==> config.mk <==
export PLATFORM = sky130hd
export DESIGN_NAME = rpsa_top
export DESIGN_NICKNAME = d
export VERILOG_FILES = /design/src/rpsa_pkg.sv /design/src/rpsa_stream_if.sv /design/src/rpsa_fifo.sv /design/src/rpsa_top.sv
export SDC_FILE = /design/constraint.sdc
export NUM_CORES = 1
export LEC_CHECK = 0
export BUFFER_PORTS_ARGS = -buffer_cell sky130_fd_sc_hd__buf_2
export CAP_MARGIN = 20
export CORE_AREA = 2 2 247 249
export DETAILED_ROUTE_END_ITERATION = 7
export DIE_AREA = 0 0 249 251
export PLACE_DENSITY = 0.64
export SETUP_SLACK_MARGIN = 0.3
export SLEW_MARGIN = 25
export SYNTH_ARGS = -nofsm -noshare
export SYNTH_HDL_FRONTEND = slang
export SYNTH_SLANG_ARGS = --single-unit
==> constraint.sdc <==
create_clock -name clk -period 6.9 [get_ports clk]
set_clock_uncertainty 0.1 [all_clocks]
set_input_delay 0.345 -clock clk [delete_from_list [all_inputs] [get_ports clk]]
set_output_delay 0.345 -clock clk [all_outputs]
set_load 0.01 [all_outputs]
==> src/rpsa_pkg.sv <==
// shared constants and types of the radio packet sequencer support logic
package rpsa_pkg;
    // clock and time base
    localparam int CLK_PERIOD_NS = 10;
    localparam int NS_PER_US = 1000;
    localparam int CYC_PER_US = NS_PER_US / CLK_PERIOD_NS;
    localparam int TURNAROUND_US = 40;
    // widths of configuration fields
    localparam int GAP_W = 16;
    localparam int GAPCNT_W = 24;
    localparam int BITS_W = 4;
    localparam int BYTE_W = 8;
    localparam int PTR_W = 32;
    localparam int MODE_W = 4;
    // shortcut bit positions
    localparam int SC_END_DISABLE = 0;
    localparam int SC_DIS_TRANSMIT_RAMPUP_TASK = 1;
    localparam int SC_DIS_RECEIVE_RAMPUP_TASK = 2;
    localparam int SC_W = 3;
    // device address matching layout
    localparam int DA_ENTRIES = 8;
    localparam int DA_LOW_W = 32;
    localparam int DA_HIGH_W = 16;
    localparam int DA_BITS = DA_LOW_W + DA_HIGH_W;
    localparam int DA_BYTES = DA_BITS / BYTE_W;
    localparam int DA_IDX_W = 3;
    localparam int DA_CNT_W = 3;
    localparam int TX_ADDRESS_TYPE_BIT_BIT = 6;
    localparam int DACFG_EN_LSB = 0;
    localparam int DACFG_TX_ADDRESS_TYPE_BIT_LSB = 8;
    // byte_order_sel value for little-endian packets
    localparam logic ORDER_LITTLE = 1'b0;
    // bit counter
    localparam int BC_W = 20;
    // fields walked by the transfer engine, in on-air order
    typedef enum {F_IDLE, F_S0, F_LEN, F_S1, F_PAY} rpsa_field_e;
endpackage

==> src/rpsa_stream_if.sv <==
// byte stream carrier between the transfer engine and its fifo
`timescale 1ns/1ps
interface rpsa_stream_if #(parameter int W = 8);
    logic in_valid;  // producer has a word
    logic in_ready;  // fifo takes it
    logic [W-1:0] in_data;  // word in
    logic out_valid;  // fifo holds a word
    logic out_ready;  // consumer takes it
    logic [W-1:0] out_data;  // head word
    modport fifo (input in_valid, in_data, out_ready, output in_ready, out_valid, out_data);
    modport user (output in_valid, in_data, out_ready, input in_ready, out_valid, out_data);
endinterface

==> src/rpsa_fifo.sv <==
// small synchronous fifo with valid/ready on both sides
`timescale 1ns/1ps
module rpsa_fifo #(
    parameter int W = 8,  // word width
    parameter int D = 4  // depth in words
) (
    input wire logic clk,  // system clock
    input wire logic rst_b,  // async reset, active low
    input wire logic flush,  // drop all contents
    rpsa_stream_if.fifo s  // both sides of the fifo
);
    localparam int AW = (D > 1) ? $clog2(D) : 1;
    localparam int CW = $clog2(D + 1);
    localparam logic [CW-1:0] FULL_CNT = CW'(D);
    localparam logic [AW-1:0] LAST_IX = AW'(D - 1);

    logic [W-1:0] mem_q [D];  // storage
    logic [AW-1:0] wp_q;  // write index
    logic [AW-1:0] rp_q;  // read index
    logic [CW-1:0] cnt_q;  // words held
    logic push;
    logic pop;

    // honest flags from the count
    assign s.in_ready = (cnt_q != FULL_CNT);
    assign s.out_valid = (cnt_q != '0);
    assign s.out_data = mem_q[rp_q];
    assign push = s.in_valid & s.in_ready;
    assign pop = s.out_valid & s.out_ready;

    // storage write
    always_ff @(posedge clk) begin
        if (push) begin
            mem_q[wp_q] <= s.in_data;
        end
    end

    // pointers and count
    always_ff @(posedge clk or negedge rst_b) begin
        if (!rst_b) begin
            wp_q <= '0;
            rp_q <= '0;
            cnt_q <= '0;
        end else if (flush) begin
            wp_q <= '0;
            rp_q <= '0;
            cnt_q <= '0;
        end else begin
            if (push) begin
                wp_q <= (wp_q == LAST_IX) ? '0 : wp_q + 1'b1;
            end
            if (pop) begin
                rp_q <= (rp_q == LAST_IX) ? '0 : rp_q + 1'b1;
            end
            cnt_q <= cnt_q + CW'(push) - CW'(pop);
        end
    end
endmodule

==> src/rpsa_top.sv <==
// packet support logic: interframe gap, address match, bit counter, packet transfer
`timescale 1ns/1ps
// Overview of operation
// - hold programmed gap, raised to turnaround if shorter, from last rx bit
// - gap and shortcut settings take effect directly
// - gap runs from last bit to first tx bit
// - gap enforced only with end/disabled shortcuts
// - data-rate setting latched at ramp-up tasks
// - address match only in little-endian receive
// - first 48 payload bits, header bit 6
// - eight address entries compared at once
// - each entry enabled for matching independently
// - counter start/halt tasks, hit on compare
// - counting continues, new compare honoured
// - counter cleared on halt, stop, disable, end
// - one pointer, staged and latched at start
// - end after last bit, disabled acknowledges
// - fields moved in order, add-on follows payload
// - every field padded to whole bytes
// - sizes from config, payload from length
// - payload truncated at cap, memory bounded
// - cap counts payload and add-on only
// - length field kept, crc length capped
module rpsa_top #(
    parameter int FIFO_D = 4,  // fifo depth in bytes
    parameter int TURN_US = rpsa_pkg::TURNAROUND_US  // turnaround time in us
) (
    input wire logic clk,  // system clock, 100 MHz
    input wire logic rst_b,  // async reset, active low
    input wire logic [rpsa_pkg::GAP_W-1:0] interframe_gap_us,  // gap in us
    input wire logic [rpsa_pkg::SC_W-1:0] shortcut_links,  // shortcut enables
    input wire logic [rpsa_pkg::MODE_W-1:0] mode_sel,  // staged data-rate setting
    output logic [rpsa_pkg::MODE_W-1:0] mode_active,  // latched data-rate setting
    input wire logic transmit_rampup_task,  // tx ramp-up pulse
    input wire logic receive_rampup_task,  // rx ramp-up pulse
    input wire logic start_task,  // start pulse
    input wire logic stop_task,  // stop pulse
    input wire logic disable_task,  // disable pulse
    input wire logic last_air_bit,  // last bit on air, pulse
    input wire logic air_bit_tick,  // one bit on air, pulse
    output logic end_event,  // packet done, pulse
    output logic disabled_event,  // disable done, pulse
    output logic gap_busy,  // gap timer running
    output logic tx_first_bit,  // gap elapsed, pulse
    input wire logic bitcount_begin_task,  // counter start pulse
    input wire logic bitcount_halt_task,  // counter stop pulse
    input wire logic [rpsa_pkg::BC_W-1:0] bitcount_compare,  // compare value
    output logic bitcount_hit_event,  // compare reached, pulse
    output logic [rpsa_pkg::BC_W-1:0] bit_count,  // counter value
    input wire logic byte_order_sel,  // packet byte order
    input wire logic [rpsa_pkg::DA_ENTRIES*rpsa_pkg::DA_LOW_W-1:0] devaddr_low_word,  // low words
    input wire logic [rpsa_pkg::DA_ENTRIES*rpsa_pkg::DA_HIGH_W-1:0] devaddr_high_half,  // high parts
    input wire logic [2*rpsa_pkg::DA_ENTRIES-1:0] devaddr_match_config,  // enables, type bits
    output logic devmatch_event,  // address matched, pulse
    output logic devmiss_event,  // no address matched, pulse
    output logic [rpsa_pkg::DA_IDX_W-1:0] devmatch_index,  // matching entry
    input wire logic [rpsa_pkg::PTR_W-1:0] packet_ram_pointer,  // staged pointer
    input wire logic [rpsa_pkg::BITS_W-1:0] hdr_zero_bits,  // header zero size
    input wire logic [rpsa_pkg::BITS_W-1:0] length_field_bits,  // length size
    input wire logic [rpsa_pkg::BITS_W-1:0] hdr_one_bits,  // header one size
    input wire logic [rpsa_pkg::BYTE_W-1:0] static_addon_len,  // add-on bytes
    input wire logic [rpsa_pkg::BYTE_W-1:0] payload_byte_cap,  // payload+add-on cap
    output logic [rpsa_pkg::BYTE_W-1:0] crc_len_bytes,  // length used by crc
    output logic truncated,  // payload was cut
    output logic mem_req,  // memory access request
    output logic mem_we,  // write when high
    output logic [rpsa_pkg::PTR_W-1:0] mem_addr,  // byte address
    output logic [rpsa_pkg::BYTE_W-1:0] mem_wdata,  // write byte
    input wire logic mem_gnt,  // access done this cycle
    input wire logic [rpsa_pkg::BYTE_W-1:0] mem_rdata,  // read byte, valid with grant
    output logic air_tx_valid,  // byte for the modulator
    input wire logic air_tx_ready,  // modulator takes it
    output logic [rpsa_pkg::BYTE_W-1:0] air_tx_byte,  // byte to send
    input wire logic air_rx_valid,  // byte from the demodulator
    output logic air_rx_ready,  // fifo takes it
    input wire logic [rpsa_pkg::BYTE_W-1:0] air_rx_byte  // received byte
);
    import rpsa_pkg::*;

    localparam logic [GAPCNT_W-1:0] CYC_US = GAPCNT_W'(CYC_PER_US);
    localparam logic [GAP_W-1:0] TURN = GAP_W'(TURN_US);
    localparam logic [BYTE_W-1:0] ROUND = 8'h07;
    localparam logic [DA_CNT_W-1:0] DA_LAST = DA_CNT_W'(DA_BYTES - 1);

    rpsa_stream_if #(.W(BYTE_W)) st ();  // fifo sides

    logic txdir_q;  // transfer direction, 1 = transmit
    logic [GAPCNT_W-1:0] gap_q;  // gap cycles left
    logic [GAP_W-1:0] gap_eff;  // effective gap in us
    logic gap_en;  // shortcuts allow gap
    rpsa_field_e fs_q;  // current field
    logic [BYTE_W:0] rem_q;  // bytes left in field
    logic [PTR_W-1:0] addr_q;  // active pointer
    logic [BYTE_W-1:0] len_q;  // length byte seen
    logic [BYTE_W-1:0] hz_q;  // header zero byte seen
    logic [BYTE_W:0] req_tot;  // requested payload plus add-on
    logic [BYTE_W-1:0] pay_tot;  // bytes in payload region
    logic [BYTE_W-1:0] s0_by;  // header zero bytes
    logic [BYTE_W-1:0] lf_by;  // length bytes
    logic [BYTE_W-1:0] s1_by;  // header one bytes
    logic fire;  // memory byte moved
    logic [BYTE_W-1:0] pass;  // byte crossing the memory side
    logic bc_run_q;  // counter running
    logic [BC_W-1:0] bc_nx;  // next count
    logic [DA_CNT_W-1:0] da_n_q;  // address bytes taken
    logic da_full_q;  // all address bytes taken
    logic [DA_BITS-1:0] da_sh_q;  // received address
    logic da_go_q;  // compare now
    logic da_on;  // matching allowed
    logic [DA_ENTRIES-1:0] da_hit;  // per-entry match

    // byte counts padded to whole bytes
    assign s0_by = BYTE_W'((hdr_zero_bits + ROUND) / BYTE_W);
    assign lf_by = BYTE_W'((length_field_bits + ROUND) / BYTE_W);
    assign s1_by = BYTE_W'((hdr_one_bits + ROUND) / BYTE_W);
    // payload region from stored length, capped; header fields stay outside the cap
    assign req_tot = {1'b0, len_q} + {1'b0, static_addon_len};
    assign pay_tot = (req_tot > {1'b0, payload_byte_cap}) ? payload_byte_cap : req_tot[BYTE_W-1:0];

    // ramp-up tasks latch the data-rate setting and the direction
    always_ff @(posedge clk or negedge rst_b) begin
        if (!rst_b) begin
            mode_active <= '0;
            txdir_q <= 1'b0;
        end else if (transmit_rampup_task | receive_rampup_task) begin
            mode_active <= mode_sel;
            txdir_q <= transmit_rampup_task;
        end
    end

    // gap enforcement, settings read live with no shadow copy
    assign gap_en = shortcut_links[SC_END_DISABLE]
        & (shortcut_links[SC_DIS_TRANSMIT_RAMPUP_TASK] | shortcut_links[SC_DIS_RECEIVE_RAMPUP_TASK]);
    assign gap_eff = (interframe_gap_us < TURN) ? TURN : interframe_gap_us;
    always_ff @(posedge clk or negedge rst_b) begin
        if (!rst_b) begin
            gap_q <= '0;
            tx_first_bit <= 1'b0;
        end else begin
            tx_first_bit <= (gap_q == GAPCNT_W'(1));
            if (last_air_bit & !txdir_q & gap_en) begin
                gap_q <= GAPCNT_W'(gap_eff) * CYC_US;
            end else if (gap_q != '0) begin
                gap_q <= gap_q - 1'b1;
            end
        end
    end
    assign gap_busy = (gap_q != '0);

    // end and disabled events
    always_ff @(posedge clk or negedge rst_b) begin
        if (!rst_b) begin
            end_event <= 1'b0;
            disabled_event <= 1'b0;
        end else begin
            end_event <= last_air_bit;
            disabled_event <= disable_task;
        end
    end

    // bit counter
    assign bc_nx = bit_count + 1'b1;
    always_ff @(posedge clk or negedge rst_b) begin
        if (!rst_b) begin
            bc_run_q <= 1'b0;
            bit_count <= '0;
            bitcount_hit_event <= 1'b0;
        end else begin
            bitcount_hit_event <= 1'b0;
            if (bitcount_halt_task | stop_task | disable_task | end_event) begin
                bc_run_q <= 1'b0;
                bit_count <= '0;
            end else if (bitcount_begin_task) begin
                bc_run_q <= 1'b1;
                bit_count <= '0;
            end else if (bc_run_q & air_bit_tick) begin
                bit_count <= bc_nx;
                bitcount_hit_event <= (bc_nx == bitcount_compare);
            end
        end
    end

    // transfer engine: fields walked in air order
    assign fire = mem_req & mem_gnt;
    assign pass = txdir_q ? mem_rdata : st.out_data;
    always_ff @(posedge clk or negedge rst_b) begin
        if (!rst_b) begin
            fs_q <= F_IDLE;
            rem_q <= '0;
            addr_q <= '0;
        end else if (stop_task | disable_task) begin
            fs_q <= F_IDLE;
            rem_q <= '0;
        end else if (start_task) begin
            fs_q <= F_S0;
            rem_q <= {1'b0, s0_by};
            addr_q <= packet_ram_pointer;
        end else if (fs_q != F_IDLE && rem_q == '0) begin
            case (fs_q)
                F_S0: begin
                    fs_q <= F_LEN;
                    rem_q <= {1'b0, lf_by};
                end
                F_LEN: begin
                    fs_q <= F_S1;
                    rem_q <= {1'b0, s1_by};
                end
                F_S1: begin
                    // add-on follows the payload in the same region
                    fs_q <= F_PAY;
                    rem_q <= {1'b0, pay_tot};
                end
                default: begin
                    fs_q <= F_IDLE;
                end
            endcase
        end else if (fire) begin
            rem_q <= rem_q - 1'b1;
            addr_q <= addr_q + 1'b1;
        end
    end

    // capture header zero and the length byte, which is passed through unchanged
    always_ff @(posedge clk or negedge rst_b) begin
        if (!rst_b) begin
            len_q <= '0;
            hz_q <= '0;
        end else if (start_task) begin
            len_q <= '0;
            hz_q <= '0;
        end else if (fire && fs_q == F_S0 && rem_q == {1'b0, s0_by}) begin
            hz_q <= pass;
        end else if (fire && fs_q == F_LEN && rem_q == {1'b0, lf_by}) begin
            len_q <= pass;
        end
    end

    // crc length and truncation status
    always_ff @(posedge clk or negedge rst_b) begin
        if (!rst_b) begin
            crc_len_bytes <= '0;
            truncated <= 1'b0;
        end else if (fs_q == F_S1 && rem_q == '0) begin
            crc_len_bytes <= pay_tot;
            truncated <= (req_tot > {1'b0, payload_byte_cap});
        end
    end

    // memory side handshake; fifo carries the bytes both ways
    assign mem_req = (fs_q != F_IDLE) && (rem_q != '0) && (txdir_q ? st.in_ready : st.out_valid);
    assign mem_we = !txdir_q;
    assign mem_addr = addr_q;
    assign mem_wdata = st.out_data;
    assign st.in_valid = txdir_q ? fire : air_rx_valid;
    assign st.in_data = txdir_q ? mem_rdata : air_rx_byte;
    assign st.out_ready = txdir_q ? air_tx_ready : fire;
    assign air_tx_valid = txdir_q & st.out_valid;
    assign air_tx_byte = st.out_data;
    assign air_rx_ready = !txdir_q & st.in_ready;

    rpsa_fifo #(.W(BYTE_W), .D(FIFO_D)) u_fifo (
        .clk(clk),
        .rst_b(rst_b),
        .flush(start_task | stop_task | disable_task),
        .s(st)
    );

    // address bytes, little-endian: first byte is least significant
    assign da_on = !txdir_q && (byte_order_sel == ORDER_LITTLE);
    always_ff @(posedge clk or negedge rst_b) begin
        if (!rst_b) begin
            da_n_q <= '0;
            da_full_q <= 1'b0;
            da_sh_q <= '0;
            da_go_q <= 1'b0;
        end else begin
            da_go_q <= 1'b0;
            if (start_task) begin
                da_n_q <= '0;
                da_full_q <= 1'b0;
            end else if (fire && fs_q == F_PAY && da_on && !da_full_q) begin
                da_sh_q <= {pass, da_sh_q[DA_BITS-1:BYTE_W]};
                da_n_q <= da_n_q + 1'b1;
                da_full_q <= (da_n_q == DA_LAST);
                da_go_q <= (da_n_q == DA_LAST);
            end
        end
    end

    // all entries compared in parallel
    generate
        for (genvar i = 0; i < DA_ENTRIES; i++) begin : g_da
            assign da_hit[i] = devaddr_match_config[DACFG_EN_LSB + i]
                && da_sh_q == {devaddr_high_half[i*DA_HIGH_W +: DA_HIGH_W],
                               devaddr_low_word[i*DA_LOW_W +: DA_LOW_W]}
                && devaddr_match_config[DACFG_TX_ADDRESS_TYPE_BIT_LSB + i] == hz_q[TX_ADDRESS_TYPE_BIT_BIT];
        end
    endgenerate

    // match result, lowest matching entry reported
    always_ff @(posedge clk or negedge rst_b) begin
        if (!rst_b) begin
            devmatch_event <= 1'b0;
            devmiss_event <= 1'b0;
            devmatch_index <= '0;
        end else begin
            devmatch_event <= da_go_q & (|da_hit);
            devmiss_event <= da_go_q & ~(|da_hit);
            if (da_go_q) begin
                for (int k = DA_ENTRIES - 1; k >= 0; k--) begin
                    if (da_hit[k]) begin
                        devmatch_index <= DA_IDX_W'(k);
                    end
                end
            end
        end
    end
endmodule

; ---- Word level (Yosys, flattened, before mapping)
; Memories as Yosys holds them, arrays and structs flattened.
; Index checks and enable logic that the tools add are counted.
[totals]
reg_bits = 216
latchBits = 0
mem_bits_rw = 32
romBits = 0
word_cells = 210
memories = 1
[memory_table]
columns = name, words, word_bits, rd, rd_clocked_by_memory_dff, write_ports, line
row1 = u_fifo.mem_q, 4, 8, 1, 0, 1, rpsa_fifo.sv:17  ; logic [W-1:0] mem_q [D];
[op_classes]
addsub = 13
n_mul = 1
n_div = 0
order_cmp = 2
n_eq_ne = 34
shifts = 0
muxes = 57
bitwise = 23
reduce_logical = 53
[op_table]
columns = op, count
row1 = $eq 48x48->1, 8
row2 = $mux 32, 6
row3 = $eq 32x2->1 const B, 3
row4 = $eq 32x3->1 const B, 2
row5 = $mux 20, 3
row6 = $mux 24, 2
row7 = $mux 8, 6
row8 = $mux 9, 4
row9 = $mux 3, 11
row10 = $add 32x1->32 const B, 1
row11 = $eq 32x1->1 const B, 1
row12 = $eq 32x4->1 const B, 1
row13 = $reduce_bool 32->1, 1
row14 = $logic_and 1x1->1, 28
row15 = $pmux 9 s3, 1
row16 = $eq 24x1->1 const B, 1
row17 = $reduce_bool 24->1, 1
row18 = $sub 24x1->24 const B, 1
row19 = $mul 16x5->21 const B, 1
row20 = $add 20x1->20 const B, 1
row21 = $eq 20x20->1, 1
row22 = $eq 9x2->1, 2
row23 = $lt 16x6->1 const B, 1
row24 = $mux 16, 1
row25 = 31 further kinds, 95

; ---- Depth between registers and ports, before layout
; Gate-level depths: netlist of the first run.
[logic_depth]
word_depth = 11
ltp_mapped = 20
ltp_nobuf = 19

; ---- Hierarchy
; A second synthesis of the first run with hierarchy kept.
[hier_totals]
cells_unflattened = 2192
area_unflattened_um2 = 19198.4
[by_module_without_submodules]
columns = mod, n_inst, cells_per_inst, area_each_um2, seq_area_each_um2
row1 = rpsa_top, 1, 2104, 17568.1, 4354.2
row2 = rpsa_fifo, 1, 88, 1630.3, 1136.1

; ---- Worst setup path after synthesis of the first run
; OpenSTA, ideal clock, no wires.
[synth_timing]
path_kind = input to register
start = input interframe_gap_us[14] in the netlist's numbering
end = register gap_q[17]
t_arrival_ns = 4.251
required_ns = 6.669
setup_slack_ns = 2.417
path_stages = 17
path_buffers = 1
path_cell_list = inv_1 -> ha_1 -> and4_1 -> nand4_1 -> clkbuf_1 -> nand2b_1 -> ha_1 -> ha_1 -> fa_1 -> ha_1 -> a21o_1 -> a2111o_1 -> and3_1 -> o31a_1 -> o21ai_0 -> a211oi_1 -> or3b_1
[synth_via]
elab_chain_len = 4
[synth_rtl]
columns = element, line
row1 = start: declaration, rpsa_top.sv:30  ; input wire logic [rpsa_pkg::GAP_W-1:0] interframe_gap_us,
row2 = $lt 16x6->1, rpsa_top.sv:134  ; assign gap_eff = (interframe_gap_us < TURN) ? TURN : interframe_gap_us;
row3 = $mux 16 *, rpsa_top.sv:134
row4 = $mul 16x5->21 *, rpsa_top.sv:142  ; gap_q <= GAPCNT_W'(gap_eff) * CYC_US;
row5 = $mux 24 *, rpsa_top.sv:141  ; if (last_air_bit & !txdir_q & gap_en) begin
row6 = end signal: assignment, rpsa_top.sv:142
row7 = end signal: assignment, rpsa_top.sv:144  ; gap_q <= gap_q - 1'b1;
row8 = end: declaration, rpsa_top.sv:88  ; logic [GAPCNT_W-1:0] gap_q;
; Mark *: on every way between the ends. The rest lies on a longest branch, timed or not.
; A chain may end at the register's enable or synchronous reset.

; ---- Final worst setup path of the first run
[layout_timing]
start = input interframe_gap_us[4] in the netlist's numbering
end = register gap_q[17]
; Same word-level chain as after synthesis.

==> results of run 1 <==
-- state kept, by name, summed over array words and instances, names as in the netlist, 3 cells and up --
register / flops
bit_count: 20
crc_len_bytes: 8
da_n_q: 3
da_sh_q: 48
devmatch_index: 3
fs_q: 3
gap_q: 24
len_q: 8
mem_addr: 32
mode_active: 4
rem_q: 9
u_fifo.cnt_q: 3
u_fifo.mem_q: 32
-- per-layer routing --
metal / track usage (%) / part of all wire [%]
met1: 32.65 / 38
met2: 49.40 / 48
met3: 4.991 / 7.0
met4: 18.18 / 7.0
met5: 0 / 0.020
-- cells by family (layout without fill, tap and decap cells) --
logic type	after synthesis	count (layout)	synth area share [%]
buf+inv	242	871	5.022
fa+ha+maj	90	90	6.371
simple gates	915	915	26.09
mux	78	78	4.860
flops	213	213	28.58
other cells	0	13	0
compound gates	311	311	10.24
xor+xnor	413	413	18.83
-- repair_timing --
action	in CTS	in global routing
hold buffers	43	0
hold endpoints to repair	152	0
setup endpoints to repair	0	0
-- Yosys cell counts (18+ instances only) --
library cell / instances / area share (%)
o21ai_0: 88 / 2.3
and3_1: 29 / 0.94
nand4_1: 157 / 5.1
mux2_2: 42 / 2.5
xnor2_1: 293 / 13
nand2_1: 165 / 3.2
dfrtp_1: 181 / 24
nor4_1: 79 / 2.6
edfxtp_1: 32 / 5.0
nor2_1: 132 / 2.6
o22ai_1: 39 / 1.3
inv_1: 120 / 2.3
nor2b_1: 18 / 0.59
clkbuf_1: 84 / 1.6
a21oi_1: 77 / 2.0
xor2_1: 120 / 5.5
or3_1: 21 / 0.68
buf_2: 18 / 0.47
nand2b_1: 108 / 3.5
nor3_1: 57 / 1.5
mux2i_1: 28 / 1.5
nand3_1: 64 / 1.7
ha_1: 77 / 5.0
-- worst reg2reg max path: cells and delay by family (launching register included) --
family | cells | cell delay, ns
fa+ha+maj | 3 | 0.94
xor+xnor | 1 | 0.12
compound gates | 10 | 2.12
simple gates | 1 | 0.06
mux | 1 | 0.43
flops | 1 | 0.38
-- area by class of cell --
type,count,area (µm²)
fillers,6076,35410
well taps,782,978.4
inverters,121,454.2
repair buffers,703,3824
multi-input cells,1807,12780
diodes,13,32.53
clock buffers,39,729.5
flip-flops and latches,213,5490
clock inverters,8,96.34
-- worst paths after layout --
kind | start | to | slack, ns | cells after the start
min | mem_rdata[6] | da_sh_q[46] | 0.02 | 3
min reg2reg | crc_len_bytes[4] | crc_len_bytes[4] | 0.40 | 2
max | interframe_gap_us[4] | gap_q[17] | 2.23 | 16
max in group asynchronous | rst_b | da_sh_q[15] | 4.83 | 3
min in group asynchronous | rst_b | mem_addr[26] | 0.35 | 2
max reg2reg | len_q[0] | rem_q[0] | 2.64 | 16
-- power by group --
group	switching (mW)	internal [mW]	total (mW)
logic	0.598	0.508	1.11
clock network	0.572	0.771	1.34
registers	0.117	1.38	1.50
total	1.29	2.66	3.95
==> metrics.txt, run 1 <==
status complete, no violations; Final Cycle Share 67.69%; clock-pin slew on the worst setup and hold paths 0.05 ns; Post-Layout Cell Count 3686; final instance area 24390 µm²; HP Class in2reg; # resized after CTS 0; Syn Nets 2886; Vias/cell 5.422; Worst Tran Pin Value 1.092 ns; layout cells sized above 1 26.84%; Worst Hold Margin 0.02165 ns; boundary pin count 629; CP most frequent cell ha_1; die extent in x 249 µm; pre-CTS setup slack 1.637 ns; CTS tree yes; Max FO, Critical Path 14; Rel. slew slack 27.18%; critical path's largest stage delay 0.46 ns; CTS Buf Count 26; CTS H-Tree Depth 1; Peak VDD IR 0.1655 mV; Clock Tree Root clkbuf_16; Startpoint Class input pin; Syn Std Cell Area 19210 µm²; critical path class in2reg; synth warn 0; fraction of registers with async set or reset after synthesis 84.98%; GRT Residual Overflow 0; Pleak 10.75 nW; largest net degree at the start of global routing 114; slowest CP cell fa_1; Global Route Usage Sum 28.54%; Worst Slack Setup Final 2.229 ns; drt total wl 92.28 mm; drc violations 0; vias in the first global route 19910; Worst Path Buf+Inv 1; row count 90; synthesis-to-finish area growth 26.98%; fin. max-slew vios 0; Netlist cell types 83; Core Area 59790 µm²; Synth Instances 2262; clk_lat worst skew 0.56 ns; syn_area_per_cell 8.491 µm²; RSZ-0062 raised after global routing false; Clock Sinks 213; die height 251 µm; CP Capture Type flop; placer's final routability congestion estimate 1.022; required time of the critical path 7.23 ns; CP Cell Sequence buf_2 -> o21ai_0 -> and4_1 -> nand4_1 -> and2_1 -> ha_1 -> ha_1 -> fa_1 -> ha_1 -> a21o_1 -> a2111o_1 -> and3_1 -> o31a_1 -> o21ai_0 -> a211oi_1 -> or3b_1; area of the die 62500 µm²; Hold Fails Final Rpt 0; CP top delay family simple AND/OR/NAND/NOR gates; PD cells 161.9 nW/µm²; Final Setup Violations 0; MaxCap Viol Count 0; Post-synth EDFFs 32; antenna violations before repair 17; Fmax 214.1 MHz; Setup Buffers After CTS 0; Port Buffer Count 628; Primary FF master, synth dfrtp_1; Placed Area 23090 µm²; Seq/Total Area, Yosys 28.58%; total placed cells including tap cells 3583; setup TNS 0 ns; Initial Utilization 32.12%; total vias in the final route 19990; Final Total Pwr 3.948 mW; minimum clock period 4.671 ns; Detail Route Antenna Nets 0; Final nets 3496; first-pass GRT wire length 132.6 mm; wire length per cell 25.03 µm; post-layout util 40.79%; dpl hpwl 73.24 mm; Bufs on Longest Clock Path 3; 1st-iter DRT viols 1509; most frequent cells in the layout buf_2 (627), xnor2_1 (293), dfrtp_1 (181), nand2_1 (165), nand4_1 (157); most common cell after layout, fill and taps aside buf_2; worst path arrival time 5.00 ns; drt first pass iters 7; Synth Register Bits 213
Note: power is estimated with default switching activity, not from simulation.
==> run 2, diff against run 1 <==
--- a/config.mk
+++ b/config.mk
@@ -7,10 +7,10 @@
 export LEC_CHECK = 0
 export BUFFER_PORTS_ARGS = -buffer_cell sky130_fd_sc_hd__buf_2
 export CAP_MARGIN = 20
-export CORE_AREA = 2 2 247 249
+export CORE_AREA = 2 2 245 247
 export DETAILED_ROUTE_END_ITERATION = 7
-export DIE_AREA = 0 0 249 251
-export PLACE_DENSITY = 0.64
+export DIE_AREA = 0 0 247 249
+export PLACE_DENSITY = 0.65
 export SETUP_SLACK_MARGIN = 0.3
 export SLEW_MARGIN = 25
 export SYNTH_ARGS = -nofsm -noshare
==> constraint.sdc (replaced) <==
create_clock -name clk -period 4.62 [get_ports clk]
set_clock_uncertainty 0.1 [all_clocks]
set_input_delay 0.231 -clock clk [delete_from_list [all_inputs] [get_ports clk]]
set_output_delay 0.231 -clock clk [all_outputs]
set_load 0.01 [all_outputs]
==> metrics.txt, run 2 (synthesis gave the netlist of run 1 again) <==
status complete, no violations; CTS Buf Count 26; required time of the critical path 4.94 ns; fin. max-slew vios 0; critical path's largest stage delay 0.46 ns; Post-Layout Cell Count 3725; Detail Route Antenna Nets 0; Core Area 58690 µm²; boundary pin count 629; most common cell after layout, fill and taps aside buf_2; Startpoint Class input pin; CTS tree yes; Final Setup Violations 0; antenna violations before repair 21; Worst Path Buf+Inv 1; Initial Utilization 32.73%; wire length per cell 24.86 µm; drc violations 0; GRT Residual Overflow 0; Pleak 10.95 nW; drt total wl 92.60 mm; area of the die 61500 µm²; Clock Tree Root clkbuf_16; total vias in the final route 20500; Clock Sinks 213; PD cells 243.5 nW/µm²; MaxCap Viol Count 0; Max FO, Critical Path 4; minimum clock period 4.112 ns; critical path class in2reg; Rel. slew slack 29.09%; clock-pin slew on the worst setup and hold paths 0.06 ns; Final Cycle Share 89.01%; CP Capture Type flop; 1st-iter DRT viols 1477; placer's final routability congestion estimate 1.033; synthesis-to-finish area growth 29.31%; worst path arrival time 4.43 ns; die extent in x 247 µm; dpl hpwl 73.21 mm; row count 89; CTS H-Tree Depth 1; Fmax 243.2 MHz; CP Cell Sequence buf_2 -> o21ai_0 -> and4_1 -> nand4_1 -> and2_1 -> ha_1 -> ha_1 -> fa_1 -> ha_1 -> a21o_1 -> a2111o_1 -> and3_1 -> o31a_1 -> o21ai_0 -> a211oi_1 -> or3b_1; slowest CP cell fa_1; clk_lat worst skew 0.57 ns; Worst Tran Pin Value 1.064 ns; # resized after CTS 0; Vias/cell 5.502; post-layout util 42.32%; first-pass GRT wire length 131.3 mm; total placed cells including tap cells 3585; Largest Register da_sh_q; most frequent cells in the layout buf_2 (627), xnor2_1 (293), dfrtp_1 (180), nand2_1 (164), nand4_1 (157); CP most frequent cell ha_1; CP top delay family compound AO/OA/AOI/OAI gates; setup TNS 0 ns; Worst Hold Margin 0.03904 ns; Final nets 3536; Global Route Usage Sum 28.81%; drt first pass iters 5; Bufs on Longest Clock Path 3; die height 249 µm; Port Buffer Count 628; max FFs per register 48; RSZ-0062 raised after global routing false; Hold Fails Final Rpt 0; HP Class in2reg; fillers 5983; vias in the first global route 19960; Peak VDD IR 0.2807 mV; layout cells sized above 1 27.01%; largest net degree at the start of global routing 97
==> run 2: cell count changes in the layout (fill, tap and decap cells not counted), sizes merged <==
| cell | before | now |
|---|---|---|
| clkbuf | 39 | 40 |
| dlygate4sd3 | 43 | 72 |
| buf | 660 | 670 |
| bufinv | 1 | 2 |
| diode | 13 | 20 |
==> run 2: metal layers <==
layer	global-route usage [%]	up-vias	routed length [µm]
met1	32.91	9729	34320
li1	-	9402	-
met4	19.78	6	7188
met3	6.066	333	7651
met5	0	-	38
met2	47.93	1025	43400
==> run 2: cell type report <==
class | instances | area, µm² | area share (%)
inverters | 121 | 454.2 | 1.829
multi-input cells | 1807 | 12790 | 51.48
diodes | 20 | 50.05 | 0.2015
repair buffers | 743 | 4208 | 16.94
clock inverters | 9 | 130.1 | 0.5239
well taps | 773 | 967.2 | 3.894
clock buffers | 39 | 749.5 | 3.018
flip-flops and latches | 213 | 5492 | 22.11
==> run 2: stage by stage <==
step,cell area [µm²],total power [mW],setup slack (ns)
final,24840,6.048,0.5080
after global routing,24810,6.389,0.3342
after detailed placement,23180,3.883,-0.05325
after floorplan,19210,3.210,0.3286
after CTS,24780,6.099,0.5375
after global placement,23180,3.878,0.003004
==> run 2: worst paths after layout <==
path	endpoint	cells past startpoint	slack, ns	startpoint
min in group asynchronous	mem_addr[28]	2	0.17	rst_b
worst max register to register	rem_q[0]	15	0.71	len_q[0]
worst max-delay path	gap_q[17]	16	0.51	interframe_gap_us[4]
worst min register to register	crc_len_bytes[7]	2	0.39	crc_len_bytes[7]
max in group asynchronous	mode_active[2]	3	3.20	rst_b
worst min-delay path	bit_count[1]	3	0.04	bitcount_begin_task
==> run 2: repair_timing <==
item / in CTS / in global routing
setup endpoints to repair: 0 / 0
buffers inserted: 0 / 0
hold buffers: 72 / 0
hold endpoints to repair: 179 / 0
==> run 2: worst min-delay path, stage by stage <==
cell     delay (ns)
buf_2          0.09
or4_4          0.27
a21oi_1        0.07
==> run 2: power breakdown <==
part | total, mW | internal [mW] | switching (mW)
clock | 2.11 | 1.24 | 0.874
sequential | 2.24 | 2.06 | 0.176
combinational | 1.70 | 0.785 | 0.911
